<file path="src/dvc_pkg.sv">
// shared constants for the differential clock and audio control block
// assumes a single 50 MHz clock and a 16-bit register port
package dvc_pkg;
  localparam logic [7:0] ADDR_PHASE_DIV = 8'h2E;
  localparam logic [7:0] ADDR_DISABLE = 8'h2F;
  localparam logic [7:0] ADDR_AUDIO_CTL = 8'h31;
  localparam logic [7:0] ADDR_NUM_LO = 8'h33;
  localparam logic [7:0] ADDR_NUM_HI = 8'h34;
  localparam logic [7:0] ADDR_DEN_LO = 8'h35;
  localparam logic [7:0] ADDR_DEN_HI = 8'h36;
  localparam logic [7:0] ADDR_STATUS = 8'h3E;
  localparam int PHASE_LSB = 2;
  localparam int QUARTER_BIT = 1;
  localparam int HALF_BIT = 0;
  localparam int WIN_LSB = 7;
  localparam int LOAD_BIT = 6;
  localparam int MID_BIT = 5;
  localparam logic [1:0] DIS_RST = 2'h0;
  localparam logic [1:0] DIS_TRISTATE = 2'h3;
  localparam logic [2:0] WIN_RST = 3'h2;
  localparam logic [1:0] MODE_HALF = 2'h1;
  localparam logic [1:0] MODE_QUARTER = 2'h2;
  localparam int PHASE_STEP_PS = 700;
  localparam int CLK_PERIOD_PS = 20000;
  localparam int STEP_CYC = (PHASE_STEP_PS + CLK_PERIOD_PS - 1) / CLK_PERIOD_PS;
  localparam int PHASE_STEPS = 15;
  localparam logic [2:0] TICKS_PER_512 = 3'h6;
  localparam logic [2:0] HIGH_50 = 3'h3;
  localparam logic [2:0] HIGH_33 = 3'h2;
  localparam int FRAME_TICKS_DEF = 5898240;
  localparam int WIN_UNIT_DEF = 6;

  typedef enum logic {SH_RUN = 1'b0, SH_DRAIN = 1'b1} dvc_shape_e;

  // input ticks per half period of the generated clock
  function automatic logic [2:0] dvc_half_ticks(input logic [1:0] mode);
    case (mode)
      MODE_HALF: dvc_half_ticks = 3'h2;
      MODE_QUARTER: dvc_half_ticks = 3'h4;
      default: dvc_half_ticks = 3'h1;
    endcase
  endfunction
endpackage

</file>
<file path="src/dvc_top.sv">
// Functional notes
// - output clock delayed by phase field times the 700 ps step rounded up to whole clk cycles
// - quarter select alone divides the video clock by four
// - half select alone divides the video clock by two
// - both selects high give the undivided full-rate clock
// - disable field 11b tristates both pins; resets to 00b, driven
// - three-bit window limits counter drift from frame sync; resets 010b
// - rising load bit loads every non-zero custom ratio parameter
// - 384fs and 192fs outputs run only while mid-rate enable high
// - mid-rate enable at 96 kHz gives 512fs a one-third duty
// - custom parameters are 32-bit numerator and denominator, non-zero ratio
//
// register port, control state and pin drive for the block
// assumes ticks and frame sync come from logic on clk
`timescale 1ns/100ps
module dvc_top
  #(parameter int FRAME_TICKS = dvc_pkg::FRAME_TICKS_DEF,
    parameter int WIN_UNIT = dvc_pkg::WIN_UNIT_DEF)
  (
  input wire logic clk,
  input wire logic rst_n,
  input wire logic [7:0] addr,
  input wire logic [15:0] wdata,
  input wire logic wr,
  input wire logic rd,
  output logic [15:0] rdata,
  input wire logic vclk_tick,
  input wire logic audio_frame_sync_pulse,
  input wire logic audio_tick_512x6,
  input wire logic audio_tick_384x2,
  input wire logic fs_96k_pin,
  output logic diff_video_clock_out_p,
  output logic diff_video_clock_out_n,
  output logic diff_video_clock_oe,
  output logic audio_512fs,
  output logic audio_384fs,
  output logic audio_192fs,
  output logic [31:0] custom_num,
  output logic [31:0] custom_den,
  output logic custom_load,
  output logic drift_reset
  );
  import dvc_pkg::*;
  localparam logic [23:0] FRAME_L = 24'(FRAME_TICKS);

  typedef struct packed {
    logic [3:0] diff_clock_phase_delay;
    logic quarter_rate_select;
    logic half_rate_select;
    logic [1:0] dis;
    logic [2:0] audio_drift_window;
    logic load_bit;
    logic mid_rate_audio_enable;
    logic [15:0] num_lo;
    logic [15:0] num_hi;
    logic [15:0] den_lo;
    logic [15:0] den_hi;
    logic [31:0] act_num;
    logic [31:0] act_den;
    logic load_pulse;
    logic [23:0] acnt;
    logic drift_pulse;
    logic [15:0] rdata;
    logic pin_p;
    logic pin_n;
    logic oe;
    logic [1:0] fs_sync;
  } dvc_top_s;

  dvc_top_s s_r;
  dvc_top_s s_nxt;
  logic shaper_out;
  logic shaper_busy;
  logic [3:0] app_phase;
  logic [1:0] app_mode;
  logic [23:0] drift;
  logic [23:0] win_ticks;
  logic drift_big;
  logic load_rise;
  logic [31:0] num_stage;
  logic [31:0] den_stage;

  dvc_clk_shaper #(
    .STEPS(PHASE_STEPS)
  ) dvc_clk_shaper_i (
    .clk(clk),
    .rst_n(rst_n),
    .vclk_tick(vclk_tick),
    .phase_in(s_r.diff_clock_phase_delay),
    .mode_in({s_r.quarter_rate_select, s_r.half_rate_select}),
    .clk_out(shaper_out),
    .busy(shaper_busy),
    .app_phase(app_phase),
    .app_mode(app_mode)
  );

  dvc_audio_former dvc_audio_former_i (
    .clk(clk),
    .rst_n(rst_n),
    .tick_512x6(audio_tick_512x6),
    .tick_384x2(audio_tick_384x2),
    .mid_en(s_r.mid_rate_audio_enable),
    .fs_96k(s_r.fs_sync[1]),
    .a512(audio_512fs),
    .a384(audio_384fs),
    .a192(audio_192fs)
  );

  assign num_stage = {s_r.num_hi, s_r.num_lo};
  assign den_stage = {s_r.den_hi, s_r.den_lo};
  assign load_rise = wr && addr == ADDR_AUDIO_CTL && wdata[LOAD_BIT] && !s_r.load_bit;
  assign drift = (s_r.acnt > (FRAME_L >> 1)) ? FRAME_L - s_r.acnt : s_r.acnt;
  assign win_ticks = 24'(((int'(s_r.audio_drift_window)) + 1) * WIN_UNIT);
  assign drift_big = drift > win_ticks;

  always_comb
  begin
    s_nxt = s_r;
    s_nxt.load_pulse = 1'b0;
    s_nxt.drift_pulse = 1'b0;
    s_nxt.rdata = 16'h0000;
    s_nxt.fs_sync = {s_r.fs_sync[0], fs_96k_pin};
    // reserved bits are dropped on write and read back as zero
    if (wr)
    begin
      case (addr)
        ADDR_PHASE_DIV:
        begin
          s_nxt.diff_clock_phase_delay = wdata[PHASE_LSB +: 4];
          s_nxt.quarter_rate_select = wdata[QUARTER_BIT];
          s_nxt.half_rate_select = wdata[HALF_BIT];
        end
        ADDR_DISABLE: s_nxt.dis = wdata[1:0];
        ADDR_AUDIO_CTL:
        begin
          s_nxt.audio_drift_window = wdata[WIN_LSB +: 3];
          s_nxt.load_bit = wdata[LOAD_BIT];
          s_nxt.mid_rate_audio_enable = wdata[MID_BIT];
        end
        ADDR_NUM_LO: s_nxt.num_lo = wdata;
        ADDR_NUM_HI: s_nxt.num_hi = wdata;
        ADDR_DEN_LO: s_nxt.den_lo = wdata;
        ADDR_DEN_HI: s_nxt.den_hi = wdata;
        default: s_nxt.dis = s_r.dis;
      endcase
    end
    // a zero parameter keeps the ratio in use, so one half may be updated alone
    if (load_rise)
    begin
      s_nxt.load_pulse = 1'b1;
      if (num_stage != 32'h0000_0000)
        s_nxt.act_num = num_stage;
      if (den_stage != 32'h0000_0000)
        s_nxt.act_den = den_stage;
    end
    if (rd)
    begin
      case (addr)
        ADDR_PHASE_DIV:
          s_nxt.rdata = {10'h000, s_r.diff_clock_phase_delay,
                         s_r.quarter_rate_select, s_r.half_rate_select};
        ADDR_DISABLE: s_nxt.rdata = {14'h0000, s_r.dis};
        ADDR_AUDIO_CTL:
          s_nxt.rdata = {6'h00, s_r.audio_drift_window, s_r.load_bit,
                         s_r.mid_rate_audio_enable, 5'h00};
        ADDR_NUM_LO: s_nxt.rdata = s_r.num_lo;
        ADDR_NUM_HI: s_nxt.rdata = s_r.num_hi;
        ADDR_DEN_LO: s_nxt.rdata = s_r.den_lo;
        ADDR_DEN_HI: s_nxt.rdata = s_r.den_hi;
        ADDR_STATUS:
          s_nxt.rdata = {8'h00, app_phase, app_mode, shaper_busy, s_r.oe};
        default: s_nxt.rdata = 16'h0000;
      endcase
    end
    // frame sync re-centres the counter only when drift exceeds the window
    if (audio_frame_sync_pulse && drift_big)
    begin
      s_nxt.acnt = 24'h000000;
      s_nxt.drift_pulse = 1'b1;
    end
    else if (audio_tick_512x6)
      s_nxt.acnt = (s_r.acnt == FRAME_L - 24'h000001) ? 24'h000000 : s_r.acnt + 24'h000001;
    // enable changes only while the clock is low to avoid a cut pulse
    if (!shaper_out)
      s_nxt.oe = (s_r.dis != DIS_TRISTATE);
    s_nxt.pin_p = s_nxt.oe & shaper_out;
    s_nxt.pin_n = s_nxt.oe & ~shaper_out;
  end

  always_ff @(posedge clk)
  begin
    if (!rst_n)
    begin
      s_r <= '0;
      s_r.dis <= DIS_RST;
      s_r.audio_drift_window <= WIN_RST;
      s_r.oe <= 1'b1;
      s_r.pin_n <= 1'b1;
    end
    else
      s_r <= s_nxt;
  end

  assign rdata = s_r.rdata;
  assign diff_video_clock_out_p = s_r.pin_p;
  assign diff_video_clock_out_n = s_r.pin_n;
  assign diff_video_clock_oe = s_r.oe;
  assign custom_num = s_r.act_num;
  assign custom_den = s_r.act_den;
  assign custom_load = s_r.load_pulse;
  assign drift_reset = s_r.drift_pulse;

  reset_values_a: assert property (@(posedge clk)
    !rst_n |=> s_r.dis == DIS_RST && s_r.audio_drift_window == WIN_RST && s_r.oe)
    else $error("reset values wrong");
  oe_fall_a: assert property (@(posedge clk) disable iff (!rst_n)
    $fell(s_r.oe) |-> $past(s_r.dis) == DIS_TRISTATE && !$past(shaper_out))
    else $error("pins released without tristate code");
  oe_follow_a: assert property (@(posedge clk) disable iff (!rst_n)
    s_r.dis == DIS_TRISTATE [*3] ##0 !shaper_out |=> !s_r.oe && !s_r.pin_p && !s_r.pin_n)
    else $error("pins still driven in tristate");
  disable_read_a: assert property (@(posedge clk) disable iff (!rst_n)
    rd && addr == ADDR_DISABLE && !$past(wr) |=> rdata == {14'h0000, $past(s_r.dis)})
    else $error("disable field readback wrong");
  window_read_a: assert property (@(posedge clk) disable iff (!rst_n)
    wr && addr == ADDR_AUDIO_CTL ##1 rd && addr == ADDR_AUDIO_CTL |=>
    rdata[WIN_LSB +: 3] == $past(wdata[WIN_LSB +: 3], 2))
    else $error("window readback wrong");
  load_nonzero_a: assert property (@(posedge clk) disable iff (!rst_n)
    load_rise && num_stage != 32'h0000_0000 |=> custom_num == $past(num_stage) && custom_load)
    else $error("custom numerator not loaded");
  load_zero_a: assert property (@(posedge clk) disable iff (!rst_n)
    load_rise && den_stage == 32'h0000_0000 |=> $stable(custom_den))
    else $error("zero denominator was loaded");
  no_level_load_a: assert property (@(posedge clk) disable iff (!rst_n)
    !load_rise |=> $stable(custom_num) && !custom_load)
    else $error("ratio changed without rising edge");
  drift_reset_a: assert property (@(posedge clk) disable iff (!rst_n)
    audio_frame_sync_pulse && drift_big |=> s_r.acnt == 24'h000000 && drift_reset)
    else $error("drift past window not reset");
  drift_keep_a: assert property (@(posedge clk) disable iff (!rst_n)
    audio_frame_sync_pulse && !drift_big |=> !drift_reset)
    else $error("counter reset inside window");
endmodule // dvc_top

</file>
<file path="src/dvc_clk_shaper.sv">
// divider and phase delay for the differential video clock
// assumes vclk_tick is a one-cycle enable from same-clock logic
`timescale 1ns/100ps
module dvc_clk_shaper
  #(parameter int STEPS = dvc_pkg::PHASE_STEPS)
  (
  input wire logic clk,
  input wire logic rst_n,
  input wire logic vclk_tick,
  input wire logic [3:0] phase_in,
  input wire logic [1:0] mode_in,
  output logic clk_out,
  output logic busy,
  output logic [3:0] app_phase,
  output logic [1:0] app_mode
  );
  import dvc_pkg::*;
  localparam int DEPTH = STEPS * STEP_CYC;
  typedef struct packed {
    dvc_shape_e st;
    logic [1:0] cnt;
    logic gen;
    logic [DEPTH-1:0] line;
    logic [7:0] drain;
    logic [3:0] phase;
    logic [1:0] mode;
    logic out;
  } dvc_shaper_s;
  dvc_shaper_s s_r;
  dvc_shaper_s s_nxt;
  logic [2:0] half;

  always_comb
  begin
    s_nxt = s_r;
    half = dvc_half_ticks(s_r.mode);
    s_nxt.line = {s_r.line[DEPTH-2:0], s_r.gen};
    if (s_r.phase == 4'h0)
      s_nxt.out = s_r.gen;
    else
      s_nxt.out = s_r.line[int'(s_r.phase) * STEP_CYC - 1];
    case (s_r.st)
      SH_RUN:
      begin
        // new settings wait for a low level, then the line drains: no runt
        if (!s_r.gen && (phase_in != s_r.phase || mode_in != s_r.mode))
        begin
          s_nxt.st = SH_DRAIN;
          s_nxt.drain = 8'(DEPTH);
        end
        else if (vclk_tick)
        begin
          if ({1'b0, s_r.cnt} == half - 3'h1)
          begin
            s_nxt.cnt = 2'h0;
            s_nxt.gen = ~s_r.gen;
          end
          else
            s_nxt.cnt = s_r.cnt + 2'h1;
        end
      end
      SH_DRAIN:
      begin
        if (s_r.drain == 8'h00)
        begin
          s_nxt.phase = phase_in;
          s_nxt.mode = mode_in;
          s_nxt.cnt = 2'h0;
          s_nxt.st = SH_RUN;
        end
        else
          s_nxt.drain = s_r.drain - 8'h01;
      end
      default: s_nxt.st = SH_RUN;
    endcase
  end

  always_ff @(posedge clk)
  begin
    if (!rst_n)
      s_r <= '0;
    else
      s_r <= s_nxt;
  end

  assign clk_out = s_r.out;
  assign busy = (s_r.st == SH_DRAIN);
  assign app_phase = s_r.phase;
  assign app_mode = s_r.mode;

  div_toggle_a: assert property (@(posedge clk) disable iff (!rst_n)
    $changed(s_r.gen) && $past(s_r.st) == SH_RUN |->
    $past(vclk_tick) && $past({1'b0, s_r.cnt}) == $past(half) - 3'h1)
    else $error("clock toggled off its divide count");
  zero_phase_a: assert property (@(posedge clk) disable iff (!rst_n)
    s_r.phase == 4'h0 && $past(s_r.phase) == 4'h0 |-> s_r.out == $past(s_r.gen))
    else $error("zero phase output not aligned");
endmodule // dvc_clk_shaper

</file>
<file path="src/dvc_audio_former.sv">
// forms the 512fs, 384fs and 192fs audio clock levels
// assumes tick inputs are one-cycle enables from same-clock logic
`timescale 1ns/100ps
module dvc_audio_former
  (
  input wire logic clk,
  input wire logic rst_n,
  input wire logic tick_512x6,
  input wire logic tick_384x2,
  input wire logic mid_en,
  input wire logic fs_96k,
  output logic a512,
  output logic a384,
  output logic a192
  );
  import dvc_pkg::*;
  typedef struct packed {
    logic [2:0] c6;
    logic a512;
    logic a384;
    logic a192;
  } dvc_former_s;
  dvc_former_s s_r;
  dvc_former_s s_nxt;
  logic [2:0] high;

  always_comb
  begin
    s_nxt = s_r;
    high = (mid_en && fs_96k) ? HIGH_33 : HIGH_50;
    if (tick_512x6)
      s_nxt.c6 = (s_r.c6 == TICKS_PER_512 - 3'h1) ? 3'h0 : s_r.c6 + 3'h1;
    s_nxt.a512 = (s_nxt.c6 < high);
    if (!mid_en)
    begin
      s_nxt.a384 = 1'b0;
      s_nxt.a192 = 1'b0;
    end
    else if (tick_384x2)
    begin
      s_nxt.a384 = ~s_r.a384;
      if (!s_r.a384)
        s_nxt.a192 = ~s_r.a192;
    end
  end

  always_ff @(posedge clk)
  begin
    if (!rst_n)
      s_r <= '0;
    else
      s_r <= s_nxt;
  end

  assign a512 = s_r.a512;
  assign a384 = s_r.a384;
  assign a192 = s_r.a192;

  duty_third_a: assert property (@(posedge clk) disable iff (!rst_n)
    $past(mid_en && fs_96k) && s_r.c6 == 3'h2 |-> !s_r.a512)
    else $error("512fs high too long at 96k");
  duty_half_a: assert property (@(posedge clk) disable iff (!rst_n)
    $past(!(mid_en && fs_96k)) && s_r.c6 == 3'h2 |-> s_r.a512)
    else $error("512fs duty not half");
  mid_off_a: assert property (@(posedge clk) disable iff (!rst_n)
    !mid_en |=> !s_r.a384 && !s_r.a192)
    else $error("mid rate outputs active while disabled");
endmodule // dvc_audio_former

</file>
<file path="config.mk">
export PLATFORM = sky130hd
export DESIGN_NAME = dvc_top
export DESIGN_NICKNAME = d
export VERILOG_FILES = /design/src/dvc_pkg.sv /design/src/dvc_top.sv /design/src/dvc_clk_shaper.sv /design/src/dvc_audio_former.sv
export SDC_FILE = /design/constraint.sdc
export NUM_CORES = 1
export LEC_CHECK = 0
export ABC_AREA = 1
export BUFFER_PORTS_ARGS = -buffer_cell sky130_fd_sc_hd__buf_4
export CAP_MARGIN = 20
export CORE_AREA = 5 5 150 152
export CTS_CLUSTER_SIZE = 28
export DETAILED_ROUTE_END_ITERATION = 16
export DIE_AREA = 0 0 155 157
export PLACE_DENSITY = 0.75
export SLEW_MARGIN = 30
export SYNTH_ARGS = -nofsm -noshare
export SYNTH_HDL_FRONTEND = slang
export SYNTH_SLANG_ARGS = --single-unit
</file>
<file path="constraint.sdc">
create_clock -name clk -period 2.75 [get_ports clk]
set_clock_uncertainty 0.05 [all_clocks]
set_input_delay 0.825 -clock clk [delete_from_list [all_inputs] [get_ports clk]]
set_output_delay 0.825 -clock clk [all_outputs]
set_load 0.02 [all_outputs]
</file>
* After elaboration in Yosys (flattened, before gate mapping)
Cells that the tools add are included.
** Word-level totals
- Register bits :: 228
- Input bits :: 33
- Word-level logic and storage cells :: 130
** Operators by class
- $add $sub $neg :: 8
- Multiply operators :: 1
- Order comparisons :: 4
- Equality and inequality tests :: 21
- Mux-type cells :: 24
- Bitwise gates (word level) :: 9
- Reductions and logical operators :: 30
** Operators by type and width (number)
- 16-bit one-hot mux with 8 select lines :: 1
- 8-bit by 6-bit == test with 1-bit output (second input constant) :: 8
- 32-bit nonzero test :: 2
- 24-bit 2-to-1 mux :: 2
- 32-bit by 6-bit less-than comparator with 1-bit output (second input constant) :: 1
- 2-bit AND reduction :: 14
- 24-bit by 1-bit adder with 24-bit output (second input constant) :: 1
- 24-bit by 23-bit == test with 1-bit output (second input constant) :: 1
- 24-bit by 22-bit greater-than comparator with 1-bit output (second input constant) :: 1
- 24-bit by 7-bit greater-than comparator with 1-bit output :: 1
- 23-bit by 24-bit subtractor with 24-bit output (first input constant) :: 1
- 8-bit 2-to-1 mux :: 2
- 8-bit one-hot mux with 2 select lines :: 1
- 3-bit 2-to-1 mux :: 5
- 3-bit one-hot mux with 2 select lines :: 2
- 2-bit inequality test (second input constant) :: 5
- 1-bit 2-to-1 mux :: 9
- 8-bit zero test :: 1
- 8-bit by 1-bit subtractor with 8-bit output (second input constant) :: 1
- 1-bit NOT :: 7
- 1-bit logical AND :: 6
- 4-bit by 2-bit multiplier with 6-bit output (second input constant) :: 1
- 4-bit by 1-bit subtractor with 5-bit output (second input constant) :: 1
- 3-bit by 1-bit adder with 4-bit output (second input constant) :: 1
- 20 further kinds :: 22

* Depth between registers and ports, before layout
Gate-level depths: netlist (run 1).
- Word-level depth :: 8
- Depth in mapped cells :: 26
- Depth with buffers taken out :: 23

* Modules after synthesis
A second synthesis (run 1) with hierarchy kept.
** Unflattened totals
- Cells, all modules :: 1554
- Area, all modules :: 11375.9 um2
** Modules (own cells, without submodules)
- dvc_top :: times used 1, cells an instance 1259, area each 9313.9 um2
- dvc_clk_shaper :: times used 1, cells an instance 256, area each 1795.5 um2
- dvc_audio_former :: times used 1, cells an instance 39, area each 266.5 um2

* Worst setup path before layout (run 1)
OpenSTA, ideal clock, no wires.
- Path type :: register to register
- Start :: register s_r[22] in the netlist's numbering
- End :: register s_r[30] in the netlist's numbering
- Library setup time :: 0.064 ns
- Arrival :: 2.789 ns
- Data required time :: 2.636 ns
- Setup slack :: -0.153 ns
- Stages on the path, launching flop included :: 25
- Path buffers :: 2
- Period minus slack after synthesis :: 2.903 ns
- Path through :: dfxtp_1 inv_1 ha_1 nand2_1 nor2_4 nand3_2 nand2_2 buf_4 nor2_1 xor2_1 ha_1 a21oi_1 o21ai_0 nand2_1 nand3_1 nand2_1 nand4_1 nor2_1 nand2_1 nor2_1 nand2_1 nand2_2 nand2_4 buf_6 nor2_1
** On the way
- Longest elaborated chain between the ends :: 5
- Elaborated cells between the ends (all ways) :: 9
- Those cells by class :: add/sub (2); order compare (2); eq/ne (1); mux (2); reduce/logical (2)
** Ends and longest elaborated chain
- from (decl) :: line dvc_top.sv:70 : dvc_top_s s_r;
- from (signal assigned) :: line dvc_top.sv:201 : s_r <= s_nxt;
- 23-bit by 24-bit subtractor with 24-bit output / 24-bit by 22-bit greater-than comparator with 1-bit output (equally long branches) :: line dvc_top.sv:112 : assign drift = (s_r.acnt > (FRAME_L >> 1)) ? FRAME_L - s_r.acnt : s_r.acnt;
- 24-bit 2-to-1 mux :: line dvc_top.sv:112
- 24-bit by 7-bit greater-than comparator with 1-bit output :: line dvc_top.sv:114 : assign drift_big = drift > win_ticks;
- 1-bit logical AND :: line dvc_top.sv:176 : if (audio_frame_sync_pulse && drift_big)
- 2-bit OR reduction (no source line)
Parallel ways exist; a longest one is shown, timed or not.
A chain may end at the register's enable or synchronous reset.

* Worst setup path in the final report (run 1)
- Start :: register s_r[24] in the netlist's numbering
- End :: register s_r[22] in the netlist's numbering
Same word-level chain as after synthesis.

==> out/qor.yml, run 1 <==
run_status:
  status: "complete, but fails checks"
  violations: "negative setup slack"
drt:
  post_drt_via_cell_ratio: 5.49
  vias: 10427
  ant_nets: 0
  wl_per_cell_um: 17.0
  drcViolationCount: 0
  drt_first_iter_violations: 1071
  totalWireLength_um: 32300
  drtPass1Iterations: 8
synth:
  synth_nets: 1555
  async_flop_share_pct: 0
  yosys-top-cells-count: "dfxtp_1, nand2_1, inv_1, o21ai_0, a21oi_1"
  synth_cells: 1503
  post-synth-top-count-cell: "dfxtp_1"
  synth_seq_cells: 228
  synth.distinct_cells: 45
  ys.warnings.count: 0
  synth_area_per_cell_um2: 7.29
  seq_area_frac_synth_pct: 41.7
  synth_area_um2: 11000
  yosysTopAreaCell: "dfxtp_1"
  synth-edff-count: 0
  synth_area_leaders: "dfxtp_1, o21ai_0, a21oi_1, nand2_1, inv_1"
  ys.flop_type: "dfxtp_1"
  synth.top_cell.area_share_pct: 41.7
worst_setup_path:
  cp_max_fo: 6
  r2r_start: "s_r[24]$_SDFFE_PP0P_"
  cp.required_ns: 3.15
  crit_path_end_kind: "register"
  rr_worst_depth: 24
  cp_common_cell: "nand2_1"
  r2r_end: "s_r[22]$_SDFFE_PP0P_"
  cp_cell_sequence: "nor2_1 > nand2_4 > nor2_4 > buf_6 > nand2_1 > nor2_2 > nor2_4 > nand2_1 > xor2_1 > ha_1 > inv_1 > nor2_2 > nand2_1 > nand3_1 > nand2_1 > nand4_1 > nor2_1 > nand2_1 > nor2_1 > nand2_1 > nand2_4 > buf_12 > nand2_8 > nor2_4"
  critPathKind: "reg -> reg"
  path_buf_inv: 3
  max_stage_delay_ns: 0.32
  cp_slowest_cell: "dfxtp_1"
  crit_arrival_ns: 3.38
  regToRegSetupSlack_ns: -0.23
  start_kind: "register"
  critical_path.top_delay_family: "simple AND/OR/NAND/NOR gates"
cells_and_area:
  syn2layout_area_growth_pct: 22.0
  layout.cells.non_filler: 1898
  post-route-cell-area_um2: 13400
  final_nets: 1658
  drive_gt1_share_pct: 20.4
  diodes: 0
global_routing:
  grt_pass1_vias: 9733
  grt_max_degree: 91
  grt_pass1_wl_um: 50500
  grt_overflow: 0
  antenna_found_initial: 0
  grt_usage_pct: 25.4
sta:
  drv_slew: 0
  final.period_utilization_pct: 108
  fmax_mhz: 336
  hold_violations: 0
  max_slew.worst_pin.slew_ns: 0.734
  layout_setup_ws_ns: -0.226
  relSlewSlack_pct: 51.0
  setup_viol: 25
  rsz0062_at_grt: "true"
  fin_crit_ns: 2.98
clock_tree:
  clkSlewWorstSetupHoldPaths_ns: 0.06
  cts_sinks: 228
  cts_hold_buf: 0
  clk_latency_ns: 0.51
  numCtsBuffers: 24
  cts_tree: "yes"
  htreeDepth: 1
  clk_path_buf_depth: 3
  cts-root-buf: "clkbuf_16"
placement:
  place_hpwl_um: 23000
  place_area_um2: 12100
  placed_cells: 1843
  routabilityCongestion: 0.984
  io_buffers: 120
pwr:
  pwr-share-comb_pct: 13.2
  p_per_area_nw_per_um2: 611
  p_leak_nw: 5.68
  p_clk_share_pct: 43.9
  seq_power_share_pct: 42.9
  switchingPower_w: 0.00212
  peakVddDrop_uv: 497
  cell_internal_pwr_w: 0.00604
  total_power_w: 0.00816
  p_sw_share_pct: 26.0
min_path:
  holdPathStages: 2
  min_to: "s_r[1]$_SDFF_PN0_"
  hp-class: "reg -> reg"
  min_from: "s_nxt[1]$_SDFF_PN0_"
die:
  rows: 53
  dieWidth_um: 155
  start_util_pct: 52.4
  ioPinCount: 121
  coreArea_um2: 20900
  die_h_um: 157
  dieArea_um2: 24300
run:
  drv_cap: 0
layer usage:
layer	GRT usage, %	wire length, um
met2	39.0	14200
met5	0	0
met3	5.28	3100
met1	36.4	14300
met4	6.90	724
flip-flops by register name, indices dropped and copies added, names as in the netlist, 2 cells and up:
| signal | count |
|---|---|
| custom_den | 32 |
| custom_num | 32 |
| den_stage | 32 |
| dvc_audio_former_i.s_r | 3 |
| dvc_clk_shaper_i.app_mode | 2 |
| dvc_clk_shaper_i.app_phase | 4 |
| dvc_clk_shaper_i.s_nxt | 15 |
| dvc_clk_shaper_i.s_r | 11 |
| num_stage | 32 |
| rdata | 16 |
| s_r | 38 |
cells in the final DEF, fill, tap and decap left out, types with 3 or more instances in the layout:
cell type and n:
a2111oi_0 5, a21oi_1 166, a221oi_1 6, buf_12 6, buf_4 210, bufinv_16 4
clkbuf_1 3, clkbuf_16 26, clkbuf_8 5, dfxtp_1 222, dfxtp_2 4, ha_1 11
ha_4 7, inv_1 178, inv_2 12, nand2_1 189, nand2_4 4, nand2_8 4
nand3_1 50, nand3b_1 3, nand4_1 40, nor2_1 126, nor2_2 16, nor2_4 14
nor3_1 26, nor4_1 6, o21ai_0 182, o22ai_1 31, xnor2_1 6, xor2_1 21
through the flow:
step | util, % | TNS (ns) | setup WS [ns] | hold slack (ns)
6_report | 63.9 | -5.07 | -0.226 | 0.355
5_1_grt | 63.9 | -10.44 | -0.444 | 0.373
4_1_cts | 63.2 | -3.63 | -0.159 | 0.358
3_5_place_dp | 58.1 | -5.36 | -0.244 | 0.345
3_3_place_gp | 58.1 | -3.85 | -0.168 | 0.358
2_1_floorplan | - | 0 | 0.00864 | 0.340
worst max-delay path by stage:
stage | start | endpoint | cells past startpoint
floorplan | s_r[44]$_SDFFE_PP0P_ | s_r[30]$_SDFFE_PP0P_ | 25
global placement | s_r[178]$_SDFFE_PN1P_ | s_r[38]$_SDFFE_PP0P_ | 19
detailed placement | s_r[178]$_SDFFE_PN1P_ | s_r[32]$_SDFFE_PP0P_ | 20
CTS | s_r[178]$_SDFFE_PN1P_ | s_r[40]$_SDFFE_PP0P_ | 21
global route | s_r[23]$_SDFFE_PP0P_ | s_r[23]$_SDFFE_PP0P_ | 25
finish | s_r[24]$_SDFFE_PP0P_ | s_r[22]$_SDFFE_PP0P_ | 24
area by class of cell:
type | instances | area (um2)
timing repair buffer | 218 | 1720
fill | 1845 | 7530
clock inverter | 9 | 155
sequential | 228 | 4580
multi-input combinational | 942 | 5110
tap | 275 | 344
clock buffer | 34 | 731
inverter | 192 | 721
cell families (layout without fill, tap and decap cells):
family | count (synthesis) | in the layout | share of synthesized area (%)
buffers and inverters | 336 | 453 | 14.6
DFF | 228 | 228 | 41.7
and+or+nand+nor | 482 | 485 | 19.3
adders and majority gates | 19 | 19 | 2.24
AOI/OAI and AO/OA | 409 | 409 | 19.8
xor gates and xnor gates | 29 | 29 | 2.32
worst min-delay path, delay by kind of cell (launching register included):
| family | cells | cell delay, ns |
|---|---|---|
| flops | 1 | 0.30 |
| simple gates | 1 | 0.04 |
| buf+inv | 1 | 0.04 |
power groups by stage:
stage / clock [W] / combinational [W] / sequential, W
after floorplan: 0 / 0.000742 / 0.00355
after global placement: 0 / 0.00101 / 0.00357
after detailed placement: 0 / 0.00103 / 0.00357
after CTS: 0.00362 / 0.00106 / 0.00350
after global routing: 0.00378 / 0.00122 / 0.00351
final: 0.00358 / 0.00108 / 0.00350
timing repair:
action | 4_1_cts | 5_1_grt
gates cloned | 3 | 0
setup buffers | 4 | 5
pin swaps | 14 | 8
endpoints found under the setup margin | 25 | 25
gates resized for setup | 18 | 29
Power figures use the tool's default switching activity.
==> run 2: changes to the inputs <==
--- a/config.mk
+++ b/config.mk
@@ -8,11 +8,11 @@
 export ABC_AREA = 1
 export BUFFER_PORTS_ARGS = -buffer_cell sky130_fd_sc_hd__buf_4
 export CAP_MARGIN = 20
-export CORE_AREA = 5 5 150 152
+export CORE_AREA = 5 5 148 150
 export CTS_CLUSTER_SIZE = 28
 export DETAILED_ROUTE_END_ITERATION = 16
-export DIE_AREA = 0 0 155 157
-export PLACE_DENSITY = 0.75
+export DIE_AREA = 0 0 153 155
+export PLACE_DENSITY = 0.74
 export SLEW_MARGIN = 30
 export SYNTH_ARGS = -nofsm -noshare
 export SYNTH_HDL_FRONTEND = slang
==> constraint.sdc (replaced) <==
create_clock -name clk -period 2.82 [get_ports clk]
set_clock_uncertainty 0.05 [all_clocks]
set_input_delay 0.846 -clock clk [delete_from_list [all_inputs] [get_ports clk]]
set_output_delay 0.846 -clock clk [all_outputs]
set_load 0.02 [all_outputs]
==> run 2 against run 1 <==
Net effect:
- the run still ends with negative setup slack left
- routed wire length is 0.19% higher
- die area is 2.5% lower
- power is 3.4% lower
- first-iteration DRC count is 1.8% higher
- combinational power hardly changed
- critical path depth is 7 lower
- highest routed layer unchanged
==> out/qor.yml, run 2 (synthesis gave the netlist of run 1 again) <==
worst_setup_path:
  r2r_start: "s_r[177]$_SDFFE_PN0P_"  # was s_r[24]$_SDFFE_PP0P_
  path_buf_inv: 1  # was 3
  cp_slowest_cell: "fa_1"  # was dfxtp_1
  critPathKind: "reg -> reg"  # unchanged
  start_kind: "register"  # unchanged
  max_stage_delay_ns: 0.46  # was 0.32 ns
  rr_worst_depth: 17  # was 24
  cp.required_ns: 3.21  # was 3.15 ns
  crit_arrival_ns: 3.60  # was 3.38 ns
  critical_path.top_delay_family: "simple AND/OR/NAND/NOR gates"  # unchanged
  cp_cell_sequence: "ha_4 > xnor2_4 > inv_4 > fa_1 > a21oi_1 > ha_4 > a21oi_1 > nand3_1 > nand2_1 > nand4_1 > nor2_1 > nand2_1 > nor2_1 > nand2_1 > nand2_4 > nand2_8 > nor2_2"  # was nor2_1 > nand2_4 > nor2_4 > buf_6 > nand2_1 > nor2_2 > nor2_4 > nand2_1 > xor2_1 > ha_1 > inv_1 > nor2_2 > nand2_1 > nand3_1 > nand2_1 > nand4_1 > nor2_1 > nand2_1 > nor2_1 > nand2_1 > nand2_4 > buf_12 > nand2_8 > nor2_4
  cp-startpoint: "s_r[177]$_SDFFE_PN0P_"  # was s_r[24]$_SDFFE_PP0P_
  regToRegSetupSlack_ns: -0.39  # was -0.23 ns
  worst-path-stages: 17  # was 24
  r2r_end: "s_r[22]$_SDFFE_PP0P_"  # unchanged
  cp_max_fo: 6  # unchanged
  cp_common_cell: "nand2_1"  # unchanged
  crit_path_end_kind: "register"  # unchanged
  cp-endpoint: "s_r[22]$_SDFFE_PP0P_"  # unchanged
die:
  coreArea_um2: 20600  # was 20900 um2
  die_h_um: 155  # was 157 um
  rows: 53  # unchanged
  dieArea_um2: 23700  # was 24300 um2
  start_util_pct: 53.3  # was 52.4%
  dieWidth_um: 153  # was 155 um
  ioPinCount: 121  # unchanged
placement:
  place_area_um2: 12100  # about the same
  place_hpwl_um: 23500  # was 23000 um
  io_buffers: 120  # unchanged
  routabilityCongestion: 0.999  # was 0.984
pwr:
  peakVddDrop_uv: 602  # was 497 uV
  p_per_area_nw_per_um2: 596  # was 611 nW/um2
  p_leak_nw: 5.64  # was 5.68 nW
global_routing:
  antenna_found_initial: 0  # unchanged
  grt_pass1_wl_um: 50400  # was 50500 um
  grt_overflow: 0  # unchanged
  grt_max_degree: 64  # was 91
  grt_usage_pct: 25.8  # was 25.4%
  grt_pass1_vias: 9639  # was 9733
sta:
  hold_violations: 0  # unchanged
  max_slew.worst_pin.slew_ns: 0.679  # was 0.734 ns
  relSlewSlack_pct: 54.7  # was 51.0%
  setup_viol: 25  # unchanged
  final.period_utilization_pct: 114  # was 108%
  final.setup.tns_ns: -8.90  # was -5.07 ns
  layout_setup_ws_ns: -0.387  # was -0.226 ns
  drv_slew: 0  # unchanged
  rsz0062_at_grt: "true"  # unchanged
  fmax_mhz: 312  # was 336 MHz
  fin_crit_ns: 3.21  # was 2.98 ns
cells_and_area:
  multi_input_area_um2: 5050  # was 5110 um2
  top_register: "s_r"  # unchanged
  drive_gt1_share_pct: 19.5  # was 20.4%
  final_nets: 1657  # was 1658
  largest_reg_flops: 38  # unchanged
  syn2layout_area_growth_pct: 20.9  # was 22.0%
  diodes: 0  # unchanged
  final_common_cell: "dfxtp_1"  # unchanged
  fillers: 1796  # was 1845
  layout_common_cells: "dfxtp_1, buf_4, nand2_1"  # unchanged
  post-route-cell-area_um2: 13200  # was 13400 um2
  regArea_um2: 4570  # was 4580 um2
drt:
  drtPass1Iterations: 5  # was 8
  ant_nets: 0  # unchanged
  post_drt_via_cell_ratio: 5.54  # was 5.49
  wl_per_cell_um: 17.1  # was 17.0 um
  totalWireLength_um: 32400  # was 32300 um
  drt_first_iter_violations: 1090  # was 1071
  vias: 10511  # was 10427
  drcViolationCount: 0  # unchanged
min_path:
  hp-class: "reg -> reg"  # unchanged
clock_tree:
  cts-root-buf: "clkbuf_16"  # unchanged
  clk_latency_ns: 0.53  # was 0.51 ns
  cts_sinks: 228  # unchanged
  numCtsBuffers: 24  # unchanged
  cts_tree: "yes"  # unchanged
  htreeDepth: 1  # unchanged
  clk_path_buf_depth: 3  # unchanged
  clkSlewWorstSetupHoldPaths_ns: 0.07  # was 0.06 ns
run:
  drv_cap: 0  # unchanged
run_status:
  violations: "negative setup slack"  # unchanged
  status: "complete, but fails checks"  # unchanged
run 2: cell type report:
type	count	share of cell area [%]
clock buffers	34	5.27
clock inverters	9	1.21
inverters	192	5.46
multi-input cells	942	38.2
flip-flops and latches	228	34.5
well taps	275	2.60
repair buffers	217	12.8
run 2: worst min-delay path by stage:
| stage | startpoint | endpoint | slack (ns) | depth (start not counted) |
|---|---|---|---|---|
| after floorplan | s_nxt[1]$_SDFF_PN0_ | s_r[1]$_SDFF_PN0_ | 0.34 | 2 |
| after global placement | s_nxt[1]$_SDFF_PN0_ | s_r[1]$_SDFF_PN0_ | 0.34 | 2 |
| after detailed placement | s_nxt[1]$_SDFF_PN0_ | s_r[1]$_SDFF_PN0_ | 0.36 | 2 |
| after CTS | s_nxt[1]$_SDFF_PN0_ | s_r[1]$_SDFF_PN0_ | 0.37 | 2 |
| after global routing | s_nxt[1]$_SDFF_PN0_ | s_r[1]$_SDFF_PN0_ | 0.39 | 2 |
| final | s_nxt[1]$_SDFF_PN0_ | s_r[1]$_SDFF_PN0_ | 0.37 | 2 |
run 2: what timing repair did:
| action | in CTS | in global routing |
|---|---|---|
| hold buffers | 0 | 0 |
| gates cloned | 2 | 1 |
| resized for setup | 19 | 24 |
| endpoints found under the setup margin | 25 | 25 |
| buffers inserted | 1 | 1 |
| pin swaps | 0 | 1 |
run 2: power by group:
part	switching (W)	total [W]	internal, W
Combinational	0.000677	0.00107	0.000389
Sequential	0.0000839	0.00341	0.00332
Clock	0.00132	0.00341	0.00209
Total	0.00208	0.00788	0.00580
run 2: metal layers:
layer  track usage, %  wire (um)  share of wire [%]  vias up
li1                 -          -                  -     5117
met1             36.6      14100                 44     4841
met2             40.7      14500                 45      477
met3             4.20       2920                9.0       76
met4             7.51        825                2.5        0
met5                0          0                  0        -
run 2: worst reg2reg max path, cell delays in order, from the launching register on:
cell and delay [ns]:
dfxtp_4 0.37, ha_4 0.18, xnor2_4 0.20, inv_4 0.08, fa_1 0.46, a21oi_1 0.24
ha_4 0.25, a21oi_1 0.18, nand3_1 0.11, nand2_1 0.07, nand4_1 0.09, nor2_1 0.11
nand2_1 0.06, nor2_1 0.08, nand2_1 0.10, nand2_4 0.24, nand2_8 0.12, nor2_2 0.13
run 2: per-stage QoR:
stage	power [W]	util [%]	hold slack, ns	instances	worst slack [ns]
final	0.00788	64.4	0.368	1897	-0.387
after global routing	0.00819	64.4	0.393	1897	-0.548
after CTS	0.00790	63.7	0.372	1895	-0.150
after detailed placement	0.00450	59.0	0.356	1849	-0.265
after global placement	0.00447	59.0	0.343	1849	-0.196
after floorplan	0.00418	-	0.340	1503	0.00645
==> run 3: changes to the inputs <==
--- a/config.mk
+++ b/config.mk
@@ -5,13 +5,12 @@
 export SDC_FILE = /design/constraint.sdc
 export NUM_CORES = 1
 export LEC_CHECK = 0
-export ABC_AREA = 1
 export BUFFER_PORTS_ARGS = -buffer_cell sky130_fd_sc_hd__buf_4
 export CAP_MARGIN = 20
-export CORE_AREA = 5 5 148 150
+export CORE_AREA = 5 5 151 153
 export CTS_CLUSTER_SIZE = 28
 export DETAILED_ROUTE_END_ITERATION = 16
-export DIE_AREA = 0 0 153 155
+export DIE_AREA = 0 0 156 158
 export PLACE_DENSITY = 0.74
 export SLEW_MARGIN = 30
 export SYNTH_ARGS = -nofsm -noshare
==> run 3 against run 2 <==
Net effect:
- the flow still finishes with violations (negative setup slack)
- routed wire length down 5.4%
- setup slack worse by 0.35 ns
- first-iteration DRC count down 31%
- hold slack better by 0.0085 ns
- power down 13%
- synthesized area up 4.5%
- fmax down 9.7%
- clock-buffer cell count up 1
- sequential share of layout area down 1.3 points
- die area up 3.9%
- largest cell class unchanged
==> out/qor.yml, run 3 <==
cells_and_area:
  final_nets: 1425  # was 1657
  utilization_pct: 64.2  # was 64.4%
  diodes: 0  # unchanged
  largest_reg_flops: 38  # unchanged
  syn2layout_area_growth_pct: 20.2  # was 20.9%
  layout_common_cells: "dfxtp_1, buf_4, nand2_1"  # unchanged
  layout.cells.non_filler: 1670  # was 1897
  top_register: "s_r"  # unchanged
  drive_gt1_share_pct: 24.0  # was 19.5%
  post-route-cell-area_um2: 13800  # was 13200 um2
  fillers: 1724  # was 1796
sta:
  rsz0062_at_grt: "true"  # unchanged
  final.period_utilization_pct: 126  # was 114%
  layout_setup_ws_ns: -0.732  # was -0.387 ns
  drv_slew: 0  # unchanged
  final.setup.tns_ns: -14.92  # was -8.90 ns
  relSlewSlack_pct: 63.8  # was 54.7%
  max_slew.worst_pin.slew_ns: 0.529  # was 0.679 ns
  setup_viol: 23  # was 25
  fmax_mhz: 282  # was 312 MHz
  fin_crit_ns: 3.55  # was 3.21 ns
  hold_violations: 0  # unchanged
synth:
  synth_seq_cells: 228  # unchanged
  post-synth-top-count-cell: "dfxtp_1"  # unchanged
  synth.distinct_cells: 70  # was 45
  synth.top_cell.area_share_pct: 39.9  # was 41.7%
  synth_area_leaders: "dfxtp_1, mux2i_1, buf_4, nand2_1, nor2b_1"  # was dfxtp_1, o21ai_0, a21oi_1, nand2_1, inv_1
  ys.flop_type: "dfxtp_1"  # unchanged
  ys.warnings.count: 0  # unchanged
  yosysTopAreaCell: "dfxtp_1"  # unchanged
  synth_cells: 1271  # was 1503
  yosys-top-cells-count: "dfxtp_1, nand2_1, mux2i_1, nor2b_1, buf_4"  # was dfxtp_1, nand2_1, inv_1, o21ai_0, a21oi_1
  async_flop_share_pct: 0  # unchanged
  synth_nets: 1323  # was 1555
  synth_area_um2: 11400  # was 11000 um2
  seq_area_frac_synth_pct: 39.9  # was 41.7%
  synth-edff-count: 0  # unchanged
  synth_area_per_cell_um2: 9.00  # was 7.29 um2
worst_setup_path:
  cp-endpoint: "drift_reset$_SDFF_PN0_"  # was s_r[22]$_SDFFE_PP0P_
  cp_cell_sequence: "inv_4 > ha_4 > nor4b_4 > nand4b_1 > o21ai_4 > buf_4 > a21oi_1 > xor2_1 > ha_1 > a21o_1 > o22ai_2 > o2111ai_2 > nor4b_4 > a41oi_2 > bufbuf_16 > and2_1"  # was ha_4 > xnor2_4 > inv_4 > fa_1 > a21oi_1 > ha_4 > a21oi_1 > nand3_1 > nand2_1 > nand4_1 > nor2_1 > nand2_1 > nor2_1 > nand2_1 > nand2_4 > nand2_8 > nor2_2
  cp-startpoint: "s_r[22]$_SDFFE_PP0P_"  # was s_r[177]$_SDFFE_PN0P_
  regToRegSetupSlack_ns: -0.73  # was -0.39 ns
  crit_arrival_ns: 3.92  # was 3.60 ns
  cp_max_fo: 6  # unchanged
  max_stage_delay_ns: 0.35  # was 0.46 ns
  critPathKind: "reg -> reg"  # unchanged
  start_kind: "register"  # unchanged
  crit_path_end_kind: "register"  # unchanged
  r2r_start: "s_r[22]$_SDFFE_PP0P_"  # was s_r[177]$_SDFFE_PN0P_
  cp.required_ns: 3.19  # was 3.21 ns
  rr_worst_depth: 16  # was 17
  cp_slowest_cell: "dfxtp_4"  # was fa_1
  r2r_end: "drift_reset$_SDFF_PN0_"  # was s_r[22]$_SDFFE_PP0P_
  cp_common_cell: "nor4b_4"  # was nand2_1
global_routing:
  grt_pass1_vias: 9139  # was 9639
  grt_max_degree: 78  # was 64
  grt_overflow: 0  # unchanged
  antenna_found_initial: 0  # unchanged
  grt_pass1_wl_um: 48700  # was 50400 um
  grt_usage_pct: 24.2  # was 25.8%
drt:
  vias: 9397  # was 10511
  post_drt_via_cell_ratio: 5.63  # was 5.54
  drt_first_iter_violations: 755  # was 1090
  wl_per_cell_um: 18.3  # was 17.1 um
  drtPass1Iterations: 7  # was 5
  ant_nets: 0  # unchanged
  drcViolationCount: 0  # unchanged
  totalWireLength_um: 30600  # was 32400 um
pwr:
  p_per_area_nw_per_um2: 497  # was 596 nW/um2
  seq_power_share_pct: 47.6  # was 43.2%
  pwr-share-comb_pct: 5.0  # was 13.5%
  cell_internal_pwr_w: 0.00531  # was 0.00580 W
  switchingPower_w: 0.00153  # was 0.00208 W
  p_sw_share_pct: 22.4  # was 26.4%
  p_leak_nw: 5.83  # was 5.64 nW
  p_clk_share_pct: 47.4  # was 43.3%
  peakVddDrop_uv: 425  # was 602 uV
placement:
  routabilityCongestion: 0.954  # was 0.999
  io_buffers: 120  # unchanged
  place_hpwl_um: 22000  # was 23500 um
  placed_cells: 1616  # was 1849
  place_area_um2: 12700  # was 12100 um2
die:
  die_h_um: 158  # was 155 um
  dieArea_um2: 24600  # was 23700 um2
  start_util_pct: 53.4  # was 53.3%
  rows: 54  # was 53
  ioPinCount: 121  # unchanged
  coreArea_um2: 21400  # was 20600 um2
  dieWidth_um: 156  # was 153 um
run_status:
  violations: "negative setup slack"  # unchanged
  status: "complete, but fails checks"  # unchanged
clock_tree:
  clkSlewWorstSetupHoldPaths_ns: 0.06  # was 0.07 ns
  clk_path_buf_depth: 3  # unchanged
  numCtsBuffers: 25  # was 24
  cts-root-buf: "clkbuf_16"  # unchanged
  cts_tree: "yes"  # unchanged
  htreeDepth: 1  # unchanged
  cts_sinks: 228  # unchanged
  clk_latency_ns: 0.53  # about the same
run:
  drv_cap: 0  # unchanged
min_path:
  hp-class: "reg -> reg"  # unchanged
[run 3: power groups by stage]
stage / combinational, W / sequential, W / clock (W)
after floorplan: 0.000180 / 0.00333 / 0
after global placement: 0.000321 / 0.00333 / 0
after detailed placement: 0.000325 / 0.00333 / 0
after CTS: 0.000335 / 0.00325 / 0.00328
after global routing: 0.000365 / 0.00325 / 0.00344
final: 0.000342 / 0.00325 / 0.00324
[run 3: layout make-up]
cell class                      count  area (um2)  area share [%]
Sequential cell                   228        4570            33.3
Tap cell                          280         350            2.55
Clock inverter                      9        91.3           0.664
Timing Repair Buffer              234        1890            13.7
Inverter                           27         106           0.773
Multi-Input combinational cell    857        6020            43.7
Clock buffer                       35         733            5.33
[run 3: cell families (layout without fill, tap and decap cells)]
kind of cell,Yosys count,after routing,share of synthesized area [%]
compound gates,178,178,11.4
xor+xnor,49,49,3.75
fa+ha+maj,19,19,2.14
buf+inv,186,305,9.02
flops,228,228,39.9
mux,112,112,10.3
simple gates,499,499,23.5
[run 3: per-stage QoR]
step | power [W] | hold slack [ns] | worst slack, ns
3_3_place_gp | 0.00365 | 0.365 | -0.724
5_1_grt | 0.00706 | 0.409 | -0.914
4_1_cts | 0.00687 | 0.382 | -0.737
3_5_place_dp | 0.00365 | 0.370 | -0.847
2_1_floorplan | 0.00351 | 0.362 | -0.695
6_report | 0.00684 | 0.377 | -0.732
[run 3: worst min path at each step]
stage | from | cells after the start | slack [ns] | to
after global routing | s_nxt[1]$_SDFF_PN0_ | 1 | 0.41 | s_r[1]$_SDFF_PN0_
after CTS | s_nxt[1]$_SDFF_PN0_ | 1 | 0.38 | s_r[1]$_SDFF_PN0_
after global placement | s_nxt[1]$_SDFF_PN0_ | 1 | 0.36 | s_r[1]$_SDFF_PN0_
after floorplan | s_nxt[1]$_SDFF_PN0_ | 1 | 0.36 | s_r[1]$_SDFF_PN0_
final | s_nxt[1]$_SDFF_PN0_ | 1 | 0.38 | s_r[1]$_SDFF_PN0_
after detailed placement | s_nxt[1]$_SDFF_PN0_ | 1 | 0.37 | s_r[1]$_SDFF_PN0_
[run 3: worst max-delay path: cells and delay by family (launching register included)]
kind,cells,cell delay [ns]
and+or+nand+nor,4,0.90
buffers and inverters,3,0.53
DFF,1,0.35
xor gates and xnor gates,1,0.15
adders and majority gates,2,0.42
AOI/OAI and AO/OA,6,1.02
[run 3: what timing repair did]
item	4_1_cts	5_1_grt
pin swaps	21	2
hold buffers	0	0
cloned	2	0
buffers inserted	7	2
endpoints found under the setup margin	23	23
resized for setup	20	3
[run 3: metal layers]
| metal | up-vias | routed length (um) | share of wire, % | track usage [%] |
|---|---|---|---|---|
| li1 | 4544 | - | - | - |
| met3 | 66 | 2030 | 6.6 | 3.80 |
| met5 | - | 0 | 0 | 0 |
| met2 | 332 | 14400 | 47 | 40.5 |
| met4 | 0 | 1060 | 3.5 | 8.05 |
| met1 | 4455 | 13100 | 43 | 32.1 |
